--- src/hw/dtm_defines.svh ---
// constants for the thermal and identity mode register block
`ifndef DTM_DEFINES_SVH
`define DTM_DEFINES_SVH
`define DTM_ADDR_IO_CONFIG 8'h03
`define DTM_ADDR_THERMAL 8'h04
`define DTM_ADDR_MAKER 8'h05
`define DTM_FLAG_BIT 7
`define DTM_DRIVE_RESET 4'h6
`define DTM_RATE_RESET 3'h3
`define DTM_RATE_LOW_LIMIT 3'h0
`define DTM_RATE_X4 3'h1
`define DTM_RATE_X2 3'h2
`define DTM_RATE_X1 3'h3
`define DTM_RATE_HALF 3'h4
`define DTM_RATE_QTR 3'h5
`define DTM_RATE_QTR_DERATE 3'h6
`define DTM_RATE_HIGH_LIMIT 3'h7
`define DTM_HOT_BIT 2
`endif

--- src/hw/dtm_pkg.sv ---
// types for the thermal and identity mode register block
package dtm_pkg;
  typedef enum logic [1:0] {
    DTM_IDLE = 2'b00,
    DTM_ANSWER = 2'b01
  } dtm_state_e;
  typedef struct packed {
    logic [3:0] drive_strength_select;
    logic [2:0] refresh_rate_field;
    logic temperature_update_flag;
    logic [7:0] rd_data;
    logic rd_valid;
    logic derate;
    logic out_of_range;
    dtm_state_e state;
  } dtm_state_s;
endpackage

--- src/hw/dtm_mrw_if.sv ---
// request carrier between the command decoder and the register bank
`timescale 1ns/1ps
interface dtm_mrw_if;
  logic wr;
  logic rd;
  logic [7:0] addr;
  logic [7:0] wdata;
  modport src (output wr, rd, addr, wdata);
  modport dst (input wr, rd, addr, wdata);
endinterface

--- src/hw/dtm_req_decode.sv ---
// registers the mode register command strobes into the carrier
`timescale 1ns/1ps
module dtm_req_decode (
  // clock and reset
  input wire logic clk_sys_i,
  input wire logic reset_i,
  // raw command
  input wire logic mrw_i,
  input wire logic mrr_i,
  input wire logic [7:0] addr_i,
  input wire logic [7:0] wdata_i,
  // registered request
  dtm_mrw_if.src req
);
  // one stage of registering, a write wins over a read
  always_ff @(posedge clk_sys_i or posedge reset_i) begin
    if (reset_i) begin
      req.wr <= 1'b0;
      req.rd <= 1'b0;
      req.addr <= 8'h00;
      req.wdata <= 8'h00;
    end else begin
      req.wr <= mrw_i;
      req.rd <= mrr_i & ~mrw_i;
      req.addr <= addr_i;
      req.wdata <= wdata_i;
    end
  end
endmodule

--- src/hw/dtm_regs.sv ---
// thermal status, maker code and drive strength mode registers
// Operation
// - refresh rate code 000 means low limit, 111 means high limit
// - codes 001, 010, 011 mean multipliers 4, 2, 1
// - codes 100 and 101 mean 0.5 and 0.25, no timing derate
// - code 110 means 0.25 and the host must derate timing
// - update flag sets when the rate field changes since last read
// - a read of the thermal register clears the update flag
// - update flag is zero after power-up; rate field is undefined (reset here loads 011)
// - rate field bit 2 set means temperature above 85 C
// - thermal register answers at address 04, read only
// - drive strength select is low four bits of io config
// - address 05 returns a fixed eight bit maker code
`timescale 1ns/1ps
`include "dtm_defines.svh"
module dtm_regs import dtm_pkg::*; #(
  parameter logic [7:0] MAKER_CODE = 8'h5a // arbitrary value
) (
  // clock and reset
  input wire logic clk_sys_i,
  input wire logic reset_i,
  // mode register commands
  input wire logic mrw_i,
  input wire logic mrr_i,
  input wire logic [7:0] mode_register_address_i,
  input wire logic [7:0] wdata_i,
  // temperature sensor code
  input wire logic [2:0] sensor_rate_i,
  // read answer
  output logic [7:0] rd_data_o,
  output logic rd_valid_o,
  // decoded status and drive setting
  output logic [3:0] drive_strength_select_o,
  output logic derate_o,
  output logic out_of_range_o
);
  dtm_state_s s;
  dtm_state_s next_s;
  dtm_mrw_if req ();

  // ***********************************************
  // request registering
  // ***********************************************
  dtm_req_decode u_dec (
    .clk_sys_i(clk_sys_i),
    .reset_i(reset_i),
    .mrw_i(mrw_i),
    .mrr_i(mrr_i),
    .addr_i(mode_register_address_i),
    .wdata_i(wdata_i),
    .req(req)
  );

  // host must derate for code 110
  function automatic logic needs_derate(input logic [2:0] c);
    return c == `DTM_RATE_QTR_DERATE;
  endfunction

  // out-of-range codes
  function automatic logic limit_hit(input logic [2:0] c);
    return c == `DTM_RATE_LOW_LIMIT || c == `DTM_RATE_HIGH_LIMIT;
  endfunction

  // ***********************************************
  // next state
  // ***********************************************
  always_comb begin
    next_s = s;
    next_s.rd_valid = 1'b0;
    next_s.state = DTM_IDLE;
    // sensor code passes straight into the field
    next_s.refresh_rate_field = sensor_rate_i;
    next_s.derate = needs_derate(sensor_rate_i);
    next_s.out_of_range = limit_hit(sensor_rate_i);
    // only io config is writable
    if (req.wr && req.addr == `DTM_ADDR_IO_CONFIG) begin
      next_s.drive_strength_select = req.wdata[3:0];
    end
    if (req.rd) begin
      next_s.rd_valid = 1'b1;
      next_s.state = DTM_ANSWER;
      unique case (req.addr)
        `DTM_ADDR_THERMAL: begin
          // old flag value returned, then cleared
          next_s.rd_data = {s.temperature_update_flag, 4'h0,
                            s.refresh_rate_field};
          next_s.temperature_update_flag = 1'b0;
        end
        `DTM_ADDR_MAKER: next_s.rd_data = MAKER_CODE;
        default: next_s.rd_data = 8'h00;
      endcase
    end
    // a change wins over a same-cycle clear
    if (sensor_rate_i != s.refresh_rate_field) begin
      next_s.temperature_update_flag = 1'b1;
    end
  end

  // ***********************************************
  // state register
  // ***********************************************
  always_ff @(posedge clk_sys_i or posedge reset_i) begin
    if (reset_i) begin
      s.drive_strength_select <= `DTM_DRIVE_RESET;
      s.refresh_rate_field <= `DTM_RATE_RESET;
      s.temperature_update_flag <= 1'b0;
      s.rd_data <= 8'h00;
      s.rd_valid <= 1'b0;
      s.derate <= 1'b0;
      s.out_of_range <= 1'b0;
      s.state <= DTM_IDLE;
    end else begin
      s <= next_s;
    end
  end

  // outputs straight from flip-flops
  assign rd_data_o = s.rd_data;
  assign rd_valid_o = s.rd_valid;
  assign drive_strength_select_o = s.drive_strength_select;
  assign derate_o = s.derate;
  assign out_of_range_o = s.out_of_range;

  // ***********************************************
  // checks
  // ***********************************************
  // a thermal read with no rate change leaves the flag clear
  flag_clear_a: assert property (
    @(posedge clk_sys_i) disable iff (reset_i)
    req.rd && req.addr == `DTM_ADDR_THERMAL
    && sensor_rate_i == s.refresh_rate_field
    |=> !s.temperature_update_flag)
    else $error("update flag not cleared by read");
  // any change of the rate code raises the flag next edge
  flag_set_a: assert property (
    @(posedge clk_sys_i) disable iff (reset_i)
    sensor_rate_i != s.refresh_rate_field
    |=> s.temperature_update_flag)
    else $error("update flag not set on change");
  // flag comes up clear out of reset
  flag_reset_a: assert property (
    @(posedge clk_sys_i) disable iff (reset_i)
    $past(reset_i) |-> !s.temperature_update_flag)
    else $error("update flag set after reset");
  // stored rate trails the sensor code by one edge
  rate_follow_a: assert property (
    @(posedge clk_sys_i) disable iff (reset_i)
    !$past(reset_i) |-> s.refresh_rate_field == $past(sensor_rate_i))
    else $error("stored rate does not follow sensor");
  // thermal answer carries the flag from before the read
  old_flag_a: assert property (
    @(posedge clk_sys_i) disable iff (reset_i)
    req.rd && req.addr == `DTM_ADDR_THERMAL
    |=> rd_valid_o
    && rd_data_o[`DTM_FLAG_BIT] == $past(s.temperature_update_flag))
    else $error("read data lost prior flag value");
  // thermal answer carries the stored rate code in its low bits
  rate_read_a: assert property (
    @(posedge clk_sys_i) disable iff (reset_i)
    req.rd && req.addr == `DTM_ADDR_THERMAL
    |=> rd_data_o[`DTM_HOT_BIT:0] == $past(s.refresh_rate_field))
    else $error("thermal rate code wrong");
  // maker register answers with its fixed code
  maker_read_a: assert property (
    @(posedge clk_sys_i) disable iff (reset_i)
    req.rd && req.addr == `DTM_ADDR_MAKER |=> rd_data_o == MAKER_CODE)
    else $error("maker code wrong");
  // a write to io config lands two edges after the command
  drive_write_a: assert property (
    @(posedge clk_sys_i) disable iff (reset_i)
    mrw_i && mode_register_address_i == `DTM_ADDR_IO_CONFIG
    |=> ##1 drive_strength_select_o == $past(wdata_i[3:0], 2))
    else $error("drive strength not stored");
  // drive strength comes up at its reset code
  drive_reset_a: assert property (
    @(posedge clk_sys_i) disable iff (reset_i)
    $past(reset_i) |-> drive_strength_select_o == `DTM_DRIVE_RESET)
    else $error("drive strength reset code wrong");
  // write and read together: only the write goes ahead
  write_wins_a: assert property (
    @(posedge clk_sys_i) disable iff (reset_i)
    mrw_i && mrr_i |=> ##1 !rd_valid_o)
    else $error("read kept beside a write");
  // writes aimed at read-only places leave the drive field alone
  ro_write_a: assert property (
    @(posedge clk_sys_i) disable iff (reset_i)
    req.wr && req.addr != `DTM_ADDR_IO_CONFIG
    |=> $stable(drive_strength_select_o))
    else $error("write to read-only register took effect");
  // derate is flagged exactly for the stored code 110
  derate_flag_a: assert property (
    @(posedge clk_sys_i) disable iff (reset_i)
    s.refresh_rate_field == `DTM_RATE_QTR_DERATE |-> derate_o)
    else $error("derate not flagged");
  derate_only_a: assert property (
    @(posedge clk_sys_i) disable iff (reset_i)
    derate_o |-> s.refresh_rate_field == `DTM_RATE_QTR_DERATE)
    else $error("derate flagged for a no-derate code");
  // out of range only for the two limit codes, and always for them
  limit_flag_a: assert property (
    @(posedge clk_sys_i) disable iff (reset_i)
    out_of_range_o |-> s.refresh_rate_field inside
    {`DTM_RATE_LOW_LIMIT, `DTM_RATE_HIGH_LIMIT})
    else $error("out of range flag wrong");
  limit_seen_a: assert property (
    @(posedge clk_sys_i) disable iff (reset_i)
    s.refresh_rate_field inside {`DTM_RATE_LOW_LIMIT, `DTM_RATE_HIGH_LIMIT}
    |-> out_of_range_o)
    else $error("limit code not flagged");
  // reserved thermal bits read as zero
  hot_field_a: assert property (
    @(posedge clk_sys_i) disable iff (reset_i)
    rd_valid_o && $past(req.addr) == `DTM_ADDR_THERMAL
    |-> rd_data_o[6:3] == 4'h0)
    else $error("reserved thermal bits not zero");
  // every read is answered one edge after it is registered
  read_answer_a: assert property (
    @(posedge clk_sys_i) disable iff (reset_i)
    req.rd |=> rd_valid_o)
    else $error("read not answered");
  // no answer pulse without a read
  valid_pulse_a: assert property (
    @(posedge clk_sys_i) disable iff (reset_i)
    !req.rd |=> !rd_valid_o)
    else $error("answer pulse without a read");
  // reads of unmapped places answer zero
  unmapped_read_a: assert property (
    @(posedge clk_sys_i) disable iff (reset_i)
    req.rd && !(req.addr inside {`DTM_ADDR_THERMAL, `DTM_ADDR_MAKER})
    |=> rd_data_o == 8'h00)
    else $error("unmapped read not zero");
  // answer state and answer pulse agree
  answer_state_a: assert property (
    @(posedge clk_sys_i) disable iff (reset_i)
    s.state == DTM_ANSWER |-> rd_valid_o)
    else $error("answer state without pulse");
endmodule

--- config.mk ---
export PLATFORM = sky130hd
export DESIGN_NAME = dtm_regs
export DESIGN_NICKNAME = d
export VERILOG_FILES = /design/src/hw/dtm_pkg.sv /design/src/hw/dtm_mrw_if.sv /design/src/hw/dtm_req_decode.sv /design/src/hw/dtm_regs.sv
export VERILOG_INCLUDE_DIRS = /design/src /design/src/hw
export SDC_FILE = /design/constraint.sdc
export NUM_CORES = 1
export LEC_CHECK = 0
export BUFFER_PORTS_ARGS = -buffer_cell sky130_fd_sc_hd__buf_2
export CORE_ASPECT_RATIO = 1.25
export CORE_MARGIN = 2
export CORE_UTILIZATION = 51
export CTS_CLUSTER_SIZE = 10
export DETAILED_ROUTE_END_ITERATION = 6
export GPL_ROUTABILITY_DRIVEN = 0
export PLACE_DENSITY_LB_ADDON = 0.2
export SLEW_MARGIN = 10
export SYNTH_ARGS = -nofsm -noshare
export SYNTH_HDL_FRONTEND = slang
export SYNTH_SLANG_ARGS = --single-unit
export TNS_END_PERCENT = 100
--- constraint.sdc ---
create_clock -name clk_sys_i -period 4.9 [get_ports clk_sys_i]
set_clock_uncertainty 0.1 [all_clocks]
set_input_delay 1.225 -clock clk_sys_i [delete_from_list [all_inputs] [get_ports clk_sys_i]]
set_output_delay 1.225 -clock clk_sys_i [all_outputs]
set_load 0.05 [all_outputs]
==> reports/metrics.json <==
{
  "worst_setup_path": {
    "critPathBufInv": 1,
    "cp.arrival_ns": 1.10,
    "slowest_delay_ns": 0.53,
    "worst_r2r_endpoint": "drive_strength_select_o[3]",
    "critical-path-slowest-cell": "sky130_fd_sc_hd__dfstp_2",
    "worstSetupEndpointType": "output port",
    "setup.worst_path.start_class": "flop",
    "ff2ff_setup_slack_ns": 3.11,
    "worstSetupPathType": "flop to output port",
    "timing.critical_path.fanout_max": 2,
    "path_delay_family": "flip-flops",
    "critPathRequiredTime_ns": 3.58,
    "critical_path_cell_count": 1,
    "cp_cell_sequence": "buf_2",
    "rr_startpoint": "u_dec.req.addr[4]",
    "worst-r2r-cell-count": 3
  },
  "clock_network": {
    "cts_buffers": 5,
    "ctsResizeCount": 0,
    "tritoncts": "done",
    "clock_tree.buffer_depth": 2,
    "cts_hold_repair.buffers": 0,
    "cts_root_cell": "sky130_fd_sc_hd__clkbuf_4",
    "cts_htree_levels": 2,
    "cts_post_setup_buffers_inserted": 0,
    "clock_latency_ns": 0.31,
    "count_of_clock_tree_sinks": 30,
    "cts_clock_pin_slew_for_the_worst_setup_and_hold_paths_ns": 0.08
  },
  "min_path": {
    "hold_path.class": "flop to flop",
    "hold_depth": 1,
    "hold-path-endpoint": "drive_strength_select_o[3]",
    "min_from": "u_dec.req.wdata[3]"
  },
  "floorplanning": {
    "io_pins": 38,
    "rows": 18,
    "design.die.area_um2": 2550,
    "die-height_um": 56.0,
    "start_util": 0.549,
    "core_region_area_um2": 2000,
    "die_x_um": 45.6
  },
  "route": {
    "drt_iter0_drc": 6,
    "post_drt_wl_per_cell_um": 10.7,
    "detail_route.drc_violations": 0,
    "detail-route-antenna-nets": 0,
    "vias_per_cell": 4.83,
    "routed-via-count": 613,
    "drt_first_pass_iters": 2,
    "postRouteWirelength_um": 1370
  },
  "finish": {
    "filler_cell_count": 175,
    "final_core_util": 0.627,
    "final_net_count": 129,
    "layout-area-overhead-vs-synth_pct": 14.1,
    "diodes": 0,
    "layout-drive-gt1-share": 0.467,
    "post_route_insts_no_fill": 127
  },
  "sta": {
    "fin_tns_setup_ns": 0,
    "grt_setup_unrepaired": "false",
    "finalCritPeriodShare": 0.494,
    "max_freq_mhz": 413,
    "worst_pin_slew_ns": 1.03,
    "layout_min_cycle_time_ns": 2.42,
    "timing.final.max_slew_violations": 0,
    "setup_viol": 0,
    "slew_headroom": 0.315,
    "timing.final.hold_violations": 0
  },
  "synthesis": {
    "number_of_enable_flip_flop_cells_after_synthesis": 0,
    "synth_top_area_cell": "sky130_fd_sc_hd__dfrtp_1",
    "synthFlopType": "sky130_fd_sc_hd__dfrtp_1",
    "yosys.cell_types.count": 22,
    "synth.yosys.seq_area_share": 0.686,
    "synth.ff_latch_count": 30,
    "netlist_area_um2": 1100,
    "syn-num-nets": 102,
    "synthDominantCellAreaShare": 0.591,
    "synth_warnings": 0,
    "synth.top_cells.by_area": "sky130_fd_sc_hd__dfrtp_1 (59%), sky130_fd_sc_hd__dfstp_2 (9.5%), sky130_fd_sc_hd__buf_4 (8.2%), sky130_fd_sc_hd__mux2_2 (4.1%), sky130_fd_sc_hd__inv_1 (3.1%)",
    "synthesis.instances": 79,
    "synthesis.area_per_instance_um2": 13.9,
    "async_flop_share": 1.00
  },
  "grt": {
    "grt_first_pass_wirelength_um": 2350,
    "grt_start_max_net_pins": 31,
    "track_usage": 0.137,
    "antenna_violations_before_repair": 0,
    "globalRoute.totalOverflow": 0,
    "first_global_vias": 576
  },
  "placed_design": {
    "io_buffer_count": 32,
    "detailed_place_hpwl_um": 1020,
    "placed_cells_incl_taps": 119
  },
  "job": {
    "timing.max_cap.violations": 0
  },
  "power_and_ir_drop": {
    "leakagePower_nw": 0.645,
    "worst_ir_drop_vdd_v": 0.000257,
    "cellPowerDensity_nw_per_um2": 353
  },
  "status": {
    "run_status": "finished, final reports clean"
  }
}
logic make-up (layout without fill, tap and decap cells):
| logic type | Yosys count | after routing | synth area share |
|---|---|---|---|
| and+or+nand+nor | 12 | 12 | 0.0852 |
| xor gates and xnor gates | 3 | 3 | 0.0239 |
| AOI/OAI and AO/OA | 8 | 8 | 0.0477 |
| other | 1 | 1 | 0.00341 |
| buffers and inverters | 21 | 49 | 0.113 |
| muxes | 4 | 4 | 0.0409 |
| DFF | 30 | 30 | 0.686 |
state kept, by name, summed over array words and instances, names as in the netlist:
signal and cells:
out_of_range_o 1, rd_valid_o 1, u_dec.req.rd 1, rd_data_o 5
s 4, derate_o 1, u_dec.req.addr 8, u_dec.req.wr 1
drive_strength_select_o 4, u_dec.req.wdata 4
worst max path at each step:
stage,endpoint,start,slack (ns)
3_5_place_dp,out_of_range_o,reset_i,2.58
6_report,drive_strength_select_o[2],drive_strength_select_o[2],2.48
3_3_place_gp,derate_o,reset_i,2.63
5_1_grt,drive_strength_select_o[2],drive_strength_select_o[2],2.41
2_1_floorplan,drive_strength_select_o[1],drive_strength_select_o[1],2.89
4_1_cts,drive_strength_select_o[2],drive_strength_select_o[2],2.45
area by class of cell:
class	count	area, um2	share of cell area
Inverter	9	33.8	0.0269
Clock buffer	7	55.1	0.0438
Clock inverter	1	5.00	0.00398
Multi-Input combinational cell	28	221	0.176
Tap cell	20	25.0	0.0199
Timing Repair Buffer	32	160	0.127
Sequential cell	30	756	0.602
power by group:
group	total (W)	leakage (nW)	internal (W)	switching [W]
clock network	0.000144	0.0353	0.0000694	0.0000748
registers	0.000264	0.362	0.000259	0.00000532
logic	0.0000357	0.247	0.0000115	0.0000242
total	0.000444	0.645	0.000340	0.000104
layer usage:
| metal | global-route usage | vias to the layer above | routed length, um |
|---|---|---|---|
| met5 | 0 | - | 0 |
| met4 | 0.0630 | 0 | 15 |
| met3 | 0.0974 | 2 | 128 |
| met2 | 0.187 | 28 | 633 |
| met1 | 0.159 | 282 | 588 |
| li1 | - | 301 | - |
placed cells by master, fill, tap and decap left out, drive strengths merged, types with 2 or more instances in the layout:
master,n
dfstp,4
o22ai,3
mux2,4
clkbuf,7
nor2,3
o21ai,2
buf,32
xor2,3
inv,9
dfrtp,26
nor4b,2
through the flow:
stage                     setup WS, ns  power (W)  hold WS, ns  cell area [um2]
after global placement            2.63   0.000305        0.359             1200
after CTS                         2.45   0.000452        0.382             1260
after floorplan                   2.89   0.000295        0.335             1100
after global routing              2.41   0.000471        0.408             1260
final                             2.48   0.000444        0.381             1260
after detailed placement          2.58   0.000306        0.364             1200
synth_stat cells, types with 2 or more instances:
library cell and n:
sky130_fd_sc_hd__dfstp_2 4, sky130_fd_sc_hd__o21ai_0 2, sky130_fd_sc_hd__dfrtp_1 26, sky130_fd_sc_hd__mux2_2 4, sky130_fd_sc_hd__inv_1 9, sky130_fd_sc_hd__xor2_1 3
sky130_fd_sc_hd__nor2_1 3, sky130_fd_sc_hd__o22ai_1 3, sky130_fd_sc_hd__buf_4 12
Power figures use the tool's default switching activity.
